File: config.mk
export PLATFORM = sky130hd
export DESIGN_NAME = guard_timer
export DESIGN_NICKNAME = d
export VERILOG_FILES = /design/src/common/guard_timer_pkg.sv /design/src/hw/guard_timer.sv /design/src/hw/guard_prescaler.sv
export SDC_FILE = /design/constraint.sdc
export NUM_CORES = 1
export LEC_CHECK = 0
export BUFFER_PORTS_ARGS = -buffer_cell sky130_fd_sc_hd__buf_4
export CELL_PAD_IN_SITES_DETAIL_PLACEMENT = 1
export CELL_PAD_IN_SITES_GLOBAL_PLACEMENT = 1
export CORE_MARGIN = 2
export CORE_UTILIZATION = 47
export DETAILED_ROUTE_END_ITERATION = 12
export PLACE_DENSITY = 0.93
export SLEW_MARGIN = 20
export SYNTH_ARGS = -nofsm -noshare
export SYNTH_HDL_FRONTEND = slang
export SYNTH_SLANG_ARGS = --single-unit
File: constraint.sdc
create_clock -name clk -period 7.1 [get_ports clk]
set_input_delay 2.13 -clock clk [delete_from_list [all_inputs] [get_ports clk]]
set_output_delay 2.13 -clock clk [all_outputs]
set_load 0.02 [all_outputs]
File: src/common/guard_timer_pkg.sv
/*
 * Constants and carrier types for the guard timer (watchdog / interval timer).
 * Assumes a single 10 MHz system clock; one state equals one clock cycle.
 */
package guard_timer_pkg;

    // Register addresses (lower 16 bits of the CPU address)
    localparam logic [15:0] ADDR_TCS_RD = 16'hFFA8;
    localparam logic [15:0] ADDR_CNT_RD = 16'hFFA9;
    localparam logic [15:0] ADDR_RCS_RD = 16'hFFAB;
    localparam logic [15:0] ADDR_TIMER_WR = 16'hFFA8;
    localparam logic [15:0] ADDR_RESET_WR = 16'hFFAA;

    // Write passwords and data
    localparam logic [7:0] PASS_COUNT = 8'h5A;
    localparam logic [7:0] PASS_CTRL = 8'hA5;
    localparam logic [7:0] CLEAR_DATA = 8'h00;

    // Field positions of timer_control_status
    localparam int OVERFLOW_BIT = 7;
    localparam int MODE_BIT = 6;
    localparam int RUN_BIT = 5;
    // Field positions of reset_control_status
    localparam int GRF_BIT = 7;
    localparam int ROE_BIT = 6;

    // Values after reset, reserved-bit values and the counter wrap value
    localparam logic [7:0] TCS_RESET = 8'h18;
    localparam logic [7:0] CNT_RESET = 8'h00;
    localparam logic [7:0] RCS_RESET = 8'h3F;
    localparam logic [1:0] TCS_RSVD_ONES = 2'h3;
    localparam logic [5:0] RCS_RSVD_ONES = 6'h3F;
    localparam logic [7:0] CNT_WRAP = 8'hFF;

    // Durations in states
    localparam int STATE_NS = 100;
    localparam int CLK_PERIOD_NS = 100;
    localparam int INT_RESET_STATES = 518;
    localparam int EXT_RESET_STATES = 132;
    localparam logic [9:0] INT_RESET_CYCLES = 10'((INT_RESET_STATES * STATE_NS) / CLK_PERIOD_NS);
    localparam logic [9:0] EXT_RESET_CYCLES = 10'((EXT_RESET_STATES * STATE_NS) / CLK_PERIOD_NS);

    // Prescaler: divide-by exponents for the eight clock_select codes
    localparam int PRE_WIDTH = 12;
    localparam logic [3:0] DIV_EXP [8] = '{4'h1, 4'h5, 4'h6, 4'h7, 4'h8, 4'h9, 4'hB, 4'hC};

    // CPU access request
    typedef struct packed {
        logic rd;
        logic wr;
        logic word;
        logic [15:0] addr;
        logic [15:0] wdata;
    } cpu_req_t;

    // Reset sequencer states
    typedef enum logic [2:0] {
        ST_IDLE = 3'b001,
        ST_HOLD = 3'b010,
        ST_DONE = 3'b100
    } rst_state_t;

endpackage : guard_timer_pkg

File: src/hw/guard_timer.sv
/*
 * Watchdog and interval timer with password-protected word writes.
 * Assumes a CPU port synchronous to clk; reset is the chip pin reset.
 */
// Operation
// - Overflow in watchdog mode sets the guard reset flag.
// - Flag cleared by read-as-one then write zero, or by pin reset.
// - Flag and output enable reset only by the pin, not watchdog.
// - Reset-out pin pulled low only when output enable is one.
// - Six low reserved bits read one, writes ignored.
// - Counter and control writes need word access; byte writes ignored.
// - Upper byte password 5A selects counter, A5 selects control.
// - Reset register word A5/00 clears the guard reset flag.
// - Reset register word with 5A loads output enable bit.
// - Byte reads of all three registers need no password.
// - Watchdog overflow holds chip in internal reset 518 states.
// - Reset-out pulse lasts 132 states when enabled.
// - Watchdog reset shares the pin-reset vector; flag tells them apart.
// - Pin reset wins over a simultaneous watchdog reset.
// - Interval mode requests an interrupt while overflow flag is set; the code also requires count_run to be one.
// - Overflow flag sets in the overflow cycle with reset or irq.
// - Internal reset clears overflow flag, keeps guard reset flag.
// - A counter write beats a coincident increment.
// - Counter clock is one of eight prescaled sources.
// - Overflow is the wrap from FF to 00.
// - Counter held at 00 while count_run is zero.
`timescale 1ns/1ps
`default_nettype none
module guard_timer
    import guard_timer_pkg::*;
(
    // Clock and pin reset
    input wire logic clk,
    input wire logic reset,
    // CPU access
    input wire cpu_req_t cpu,
    output logic [7:0] rdata,
    // Chip reset and interrupt
    output logic chip_reset,
    output logic reset_out_pin_n,
    output logic reset_out_oe,
    output logic interval_irq
);

    ////////////////////////////////////////////////////////////////////////
    // State
    logic overflow_flag_q, overflow_flag_d;
    logic mode_select_q, mode_select_d;
    logic count_run_q, count_run_d;
    logic [2:0] clock_select_q, clock_select_d;
    logic [7:0] timer_count_q, timer_count_d;
    logic guard_reset_flag_q, guard_reset_flag_d;
    logic reset_output_enable_q, reset_output_enable_d;
    logic overflow_seen_q, overflow_seen_d;
    logic grf_seen_q, grf_seen_d;
    rst_state_t rst_state_q, rst_state_d;
    logic [9:0] rst_cnt_q, rst_cnt_d;
    logic ext_on_q, ext_on_d;
    logic [7:0] rdata_q, rdata_d;

    logic tick;
    logic wr_timer;
    logic wr_count;
    logic wr_ctrl;
    logic wr_reset;
    logic overflow;
    logic wd_fire;
    logic internal_reset;
    logic [7:0] tcs_view;
    logic [7:0] rcs_view;

    ////////////////////////////////////////////////////////////////////////
    // Prescaler
    guard_prescaler u_prescaler (
        .clk(clk),
        .reset(reset),
        .clock_select(clock_select_q),
        .tick(tick)
    );

    ////////////////////////////////////////////////////////////////////////
    // Write decode: only word writes with a valid password take effect
    always_comb
    begin
        wr_timer = cpu.wr && cpu.word && (cpu.addr == ADDR_TIMER_WR);
        wr_reset = cpu.wr && cpu.word && (cpu.addr == ADDR_RESET_WR);
        wr_count = wr_timer && (cpu.wdata[15:8] == PASS_COUNT);
        wr_ctrl = wr_timer && (cpu.wdata[15:8] == PASS_CTRL);
    end

    // Register views; reserved bits always read as one
    always_comb
    begin
        tcs_view = {overflow_flag_q, mode_select_q, count_run_q, TCS_RSVD_ONES, clock_select_q};
        rcs_view = {guard_reset_flag_q, reset_output_enable_q, RCS_RSVD_ONES};
    end

    ////////////////////////////////////////////////////////////////////////
    // Counter and overflow detection
    always_comb
    begin
        overflow = count_run_q && tick && !wr_count && (timer_count_q == CNT_WRAP);
        wd_fire = overflow && mode_select_q && count_run_q;
        internal_reset = (rst_state_q == ST_HOLD);
        timer_count_d = timer_count_q;
        // A halted counter ignores writes, so a stray write cannot leave it armed
        if (internal_reset)
            timer_count_d = CNT_RESET;
        else if (!count_run_q)
            timer_count_d = CNT_RESET;
        else if (wr_count)
            timer_count_d = cpu.wdata[7:0];
        else if (tick)
            timer_count_d = timer_count_q + 8'h01;
    end

    ////////////////////////////////////////////////////////////////////////
    // Timer control/status; internal reset restores it like the pin reset
    always_comb
    begin
        overflow_flag_d = overflow_flag_q;
        mode_select_d = mode_select_q;
        count_run_d = count_run_q;
        clock_select_d = clock_select_q;
        overflow_seen_d = overflow_seen_q;
        if (cpu.rd && (cpu.addr == ADDR_TCS_RD))
            overflow_seen_d = overflow_flag_q;
        if (internal_reset)
        begin
            overflow_flag_d = TCS_RESET[OVERFLOW_BIT];
            mode_select_d = TCS_RESET[MODE_BIT];
            count_run_d = TCS_RESET[RUN_BIT];
            clock_select_d = TCS_RESET[2:0];
            overflow_seen_d = 1'b0;
        end
        else
        begin
            if (wr_ctrl)
            begin
                mode_select_d = cpu.wdata[MODE_BIT];
                count_run_d = cpu.wdata[RUN_BIT];
                clock_select_d = cpu.wdata[2:0];
                if (!cpu.wdata[OVERFLOW_BIT] && overflow_seen_q)
                begin
                    overflow_flag_d = 1'b0;
                    overflow_seen_d = 1'b0;
                end
            end
            // Set wins over a clear in the same cycle
            if (overflow)
                overflow_flag_d = 1'b1;
        end
    end

    ////////////////////////////////////////////////////////////////////////
    // Reset control/status; only the pin reset initialises it
    always_comb
    begin
        guard_reset_flag_d = guard_reset_flag_q;
        reset_output_enable_d = reset_output_enable_q;
        grf_seen_d = grf_seen_q;
        if (cpu.rd && (cpu.addr == ADDR_RCS_RD))
            grf_seen_d = guard_reset_flag_q;
        if (wr_reset && (cpu.wdata[15:8] == PASS_CTRL) && (cpu.wdata[7:0] == CLEAR_DATA)
            && grf_seen_q)
        begin
            guard_reset_flag_d = 1'b0;
            grf_seen_d = 1'b0;
        end
        if (wr_reset && (cpu.wdata[15:8] == PASS_COUNT))
            reset_output_enable_d = cpu.wdata[ROE_BIT];
        // Flag survives the internal reset so the handler can tell the causes apart
        if (wd_fire)
            guard_reset_flag_d = 1'b1;
    end

    ////////////////////////////////////////////////////////////////////////
    // Reset sequencer: internal hold and external pulse counted in states
    always_comb
    begin
        rst_state_d = rst_state_q;
        rst_cnt_d = rst_cnt_q;
        ext_on_d = ext_on_q;
        case (rst_state_q)
            ST_IDLE:
            begin
                if (wd_fire)
                begin
                    rst_state_d = ST_HOLD;
                    rst_cnt_d = INT_RESET_CYCLES - 10'd1;
                    ext_on_d = reset_output_enable_q;
                end
            end
            ST_HOLD:
            begin
                rst_cnt_d = rst_cnt_q - 10'd1;
                // External pulse ends after its shorter count
                if (rst_cnt_q == (INT_RESET_CYCLES - EXT_RESET_CYCLES))
                    ext_on_d = 1'b0;
                if (rst_cnt_q == 10'd0)
                begin
                    rst_state_d = ST_DONE;
                    ext_on_d = 1'b0;
                end
            end
            ST_DONE:
                rst_state_d = ST_IDLE;
            default:
            begin
                rst_state_d = ST_IDLE;
                ext_on_d = 1'b0;
            end
        endcase
    end

    ////////////////////////////////////////////////////////////////////////
    // Read data: byte reads at separate addresses, no password
    always_comb
    begin
        rdata_d = rdata_q;
        if (cpu.rd)
        begin
            case (cpu.addr)
                ADDR_TCS_RD: rdata_d = tcs_view;
                ADDR_CNT_RD: rdata_d = timer_count_q;
                ADDR_RCS_RD: rdata_d = rcs_view;
                default: rdata_d = 8'h00;
            endcase
        end
    end

    ////////////////////////////////////////////////////////////////////////
    // Registers; the pin reset is asynchronous and outranks any watchdog event
    always_ff @(posedge clk or posedge reset)
    begin
        if (reset)
        begin
            overflow_flag_q <= TCS_RESET[OVERFLOW_BIT];
            mode_select_q <= TCS_RESET[MODE_BIT];
            count_run_q <= TCS_RESET[RUN_BIT];
            clock_select_q <= TCS_RESET[2:0];
            timer_count_q <= CNT_RESET;
            guard_reset_flag_q <= RCS_RESET[GRF_BIT];
            reset_output_enable_q <= RCS_RESET[ROE_BIT];
            overflow_seen_q <= 1'b0;
            grf_seen_q <= 1'b0;
            rst_state_q <= ST_IDLE;
            rst_cnt_q <= 10'd0;
            ext_on_q <= 1'b0;
            rdata_q <= 8'h00;
        end
        else
        begin
            overflow_flag_q <= overflow_flag_d;
            mode_select_q <= mode_select_d;
            count_run_q <= count_run_d;
            clock_select_q <= clock_select_d;
            timer_count_q <= timer_count_d;
            guard_reset_flag_q <= guard_reset_flag_d;
            reset_output_enable_q <= reset_output_enable_d;
            overflow_seen_q <= overflow_seen_d;
            grf_seen_q <= grf_seen_d;
            rst_state_q <= rst_state_d;
            rst_cnt_q <= rst_cnt_d;
            ext_on_q <= ext_on_d;
            rdata_q <= rdata_d;
        end
    end

    ////////////////////////////////////////////////////////////////////////
    // Outputs; reset-out is open drain, driven only while low
    always_comb
    begin
        rdata = rdata_q;
        chip_reset = internal_reset;
        reset_out_pin_n = 1'b0;
        reset_out_oe = ext_on_q;
        interval_irq = overflow_flag_q && !mode_select_q && count_run_q;
    end

endmodule : guard_timer
`default_nettype wire

File: src/hw/guard_prescaler.sv
/*
 * Free-running prescaler giving one-cycle count enables at phi/2 .. phi/4096.
 * Assumes the system clock and asynchronous active-high reset of the timer.
 */
`timescale 1ns/1ps
`default_nettype none
module guard_prescaler
    import guard_timer_pkg::*;
(
    // Clock and reset
    input wire logic clk,
    input wire logic reset,
    // Selection and output
    input wire logic [2:0] clock_select,
    output logic tick
);

    logic [PRE_WIDTH-1:0] div_q;
    logic [PRE_WIDTH-1:0] div_d;
    logic [PRE_WIDTH-1:0] mask;

    ////////////////////////////////////////////////////////////////////////
    // Divider; a tick fires when the selected low bits are all ones, the cycle before they wrap to zero
    always_comb
    begin
        div_d = div_q + 1'b1;
        mask = PRE_WIDTH'((13'h1 << DIV_EXP[clock_select]) - 13'h1);
        tick = ((div_q & mask) == mask);
    end

    always_ff @(posedge clk or posedge reset)
    begin
        if (reset)
            div_q <= '0;
        else
            div_q <= div_d;
    end

endmodule : guard_prescaler
`default_nettype wire

==> flow_summary.toml <==
[sta]
finalHoldViolCount = 0
slew_headroom_pct = 40.6
timing.clock.skew_ns = 0.00931
slew_violations = 0
period_share_pct = 60.4
rsz0062_at_grt = "false"
worst_pin_slew_ns = 0.890
setup_tns_ns = 0
post-route-min-period_ns = 4.29
setup_ws_ns = 2.81
timing.fmax_mhz = 233
setup_viol = 0

[drt]
via_count = 2561
post_drt_wl_per_cell_um = 18.4
dr.first_iter.drc_count = 73
viasPerCell = 5.86
drt_wl_total_um = 8060
drcViolationCount = 0
detail-route-antenna-nets = 0
firstDrtPassIters = 4

[synth]
syn_nets = 365
synth_area_leaders = "dfrtp_1 41%, mux2i_1 3.6%, nor2_1 3.4%, ha_1 3.2%, xnor2_1 3.1%"
synth_cell_type_count = 65
synthMuxAreaShare_pct = 4.79
synth_adder_area_share_pct = 3.25
ys_ff_latch = 52
synth.cell_area_um2 = 3080
synth_top_area_share_pct = 41.4
synth_compound_area_share_pct = 11.3
synth-edff-count = 0
yosys_warnings = 0
ys_seq_area_share_pct = 42.3
yosys.area.top_type = "dfrtp_1"
synth_top_family_by_area = "simple AND/OR/NAND/NOR gates"
ys.flop_type = "dfrtp_1"
async_flop_share_pct = 100
synth_xor_area_share_pct = 5.68
syn_inst = 320
synth.avg_cell_area_um2 = 9.63
synthSimpleGateAreaFrac_pct = 26.1

[floorplanning]
row_count = 29
pin_count = 49
die_h_um = 85.0
die-area_um2 = 7220
initial_core_util_pct = 48.5
core_area_um2 = 6350
fp.dieW_um = 85.0

[cts]
cts_hold_repair.buffers = 0
numCtsBuffers = 5
clockBufferDepth = 2
cts_resized = 0
clock_latency_ns = 0.32
htreeDepth = 2
postCtsSetupBuffers = 0
clk_pin_slew_ns = 0.10
cts-root-buf = "clkbuf_8"
clock_sinks = 52
cts_tree = "built"

[grt]
grt_util_met2_pct = 42.5
antenna_found_initial = 0
overflow = 0
grt_max_degree = 53
grt_pass1_vias = 2815
grt_first_pass_wirelength_um = 13900
grt_use_met1_pct = 30.1
gr-usage-met3_pct = 3.60
grt_busiest_layer = "met2"
track_usage_pct = 24.2

[worst_setup_path]
cp-start-kind = "input pin"
crit_type = "in2reg"
path_cells = "buf_4 > nand4bb_1 > nor4_4 > nand4_4 > and3_1 > and3b_2 > nor3b_1 > a31oi_1"
slowest_stage = "nor4_4"
cp_max_fo = 19
setup.worst_path.end_class = "register"
required_ns = 7.29
critPathMaxStageDelay_ns = 0.70
critical_path_arrival_ns = 4.48

[layout]
final_cell_mix = "51 x dfrtp_1, 47 x buf_4, 28 x nor2_1, 25 x nand2_1, 19 x inv_1"
layout.nets = 404
syn_to_final_growth_pct = 14.3
diodes = 0
layout_commonest_cell = "dfrtp_1"
final_util_pct = 55.4
fill_cells = 730
fin_area_um2 = 3520
drive_above_1_share_pct = 20.6

[job]
drv_cap = 0

[pwr]
vdd_ir_drop_max_v = 0.000112
power_density_nw_per_um2 = 153
p_leak_nw = 1.72

[placement]
portBuffers = 47
dp_hpwl_um = 5870
dp_slack_ns = 2.47
placed_area_um2 = 3410
routabilityCongestion = 0.850

[min_path]
worstHoldPathType = "reg2reg"

[run_status]
status = "complete, no violations"
-- per-stage QoR --
stage / power [W] / hold WS (ns) / instances
after global routing: 0.000554 / 0.523 / 437
after global placement: 0.000334 / 0.467 / 429
after detailed placement: 0.000335 / 0.474 / 429
after floorplan: 0.000315 / 0.437 / 320
after CTS: 0.000543 / 0.501 / 437
final: 0.000538 / 0.496 / 437
-- layout make-up --
| cell class | instances | area, um^2 | area share (%) |
|---|---|---|---|
| inverter | 20 | 76.3 | 2.17 |
| clock inverter | 3 | 42.5 | 1.21 |
| timing repair buffer | 47 | 353 | 10.0 |
| multi-input combinational | 233 | 1580 | 44.9 |
| clock buffer | 5 | 68.8 | 1.95 |
| sequential | 52 | 1300 | 37.0 |
| tap | 77 | 96.3 | 2.74 |
-- final timing paths --
path	start	to	slack (ns)	cells after the start
max	cpu[20]	rst_cnt_q[2]	2.81	8
max reg2reg	clock_select_q[1]	timer_count_q[7]	3.53	12
max in group asynchronous	reset	timer_count_q[2]	4.60	2
min reg2reg	u_prescaler.div_q[11]	u_prescaler.div_q[11]	0.50	1
min in group asynchronous	reset	u_prescaler.div_q[5]	1.97	2
min	u_prescaler.div_q[11]	u_prescaler.div_q[11]	0.50	1
-- synthesized netlist by cell type, types with 3 or more instances --
cell	count
nand2_1	25
dfrtp_1	51
xnor2_1	11
nor3b_1	4
nand4_1	8
nor4bb_1	3
inv_1	20
nor2b_1	3
buf_6	7
a31oi_1	3
o31ai_1	4
nand2b_1	4
o22ai_1	3
a211oi_1	8
and3_1	7
clkbuf_1	5
xor2_1	9
o21ai_0	18
nor3_1	5
a21oi_1	8
mux2i_1	11
nor2_1	28
ha_1	8
nand3_1	17
-- cells by family after synthesis --
group	count (synthesis)
buf+inv	35
xor+xnor	20
fa+ha+maj	8
other cells	1
simple gates	135
flops	52
mux	14
compound gates	55
-- state kept, by name, summed over array words and instances, names as in the netlist --
| register | flops |
|---|---|
| timer_count_q | 8 |
| overflow_seen_q | 1 |
| guard_reset_flag_q | 1 |
| grf_seen_q | 1 |
| rst_cnt_q | 10 |
| reset_output_enable_q | 1 |
| clock_select_q | 3 |
| u_prescaler.div_q | 12 |
| reset_out_oe | 1 |
| rst_state_q | 3 |
| overflow_flag_q | 1 |
| mode_select_q | 1 |
| count_run_q | 1 |
| rdata | 8 |
-- worst max-delay path, delay by kind of cell --
| family | cells | cell delay (ns) |
|---|---|---|
| AO/OA/AOI/OAI | 1 | 0.06 |
| buffers and inverters | 1 | 0.10 |
| AND/OR/NAND/NOR | 6 | 2.18 |
-- power breakdown --
group | internal, W | total [W] | switching, W
combinational | 0.0000155 | 0.0000328 | 0.0000173
sequential | 0.000296 | 0.000296 | 0.000000000849
clock | 0.000104 | 0.000209 | 0.000105
-- per-layer routing --
metal	wire [um]	up-vias
li1	-	1209
met5	0	-
met1	3390	1291
met2	4260	45
met3	220	16
met4	188	0
(Power assumes the default switching activity.)
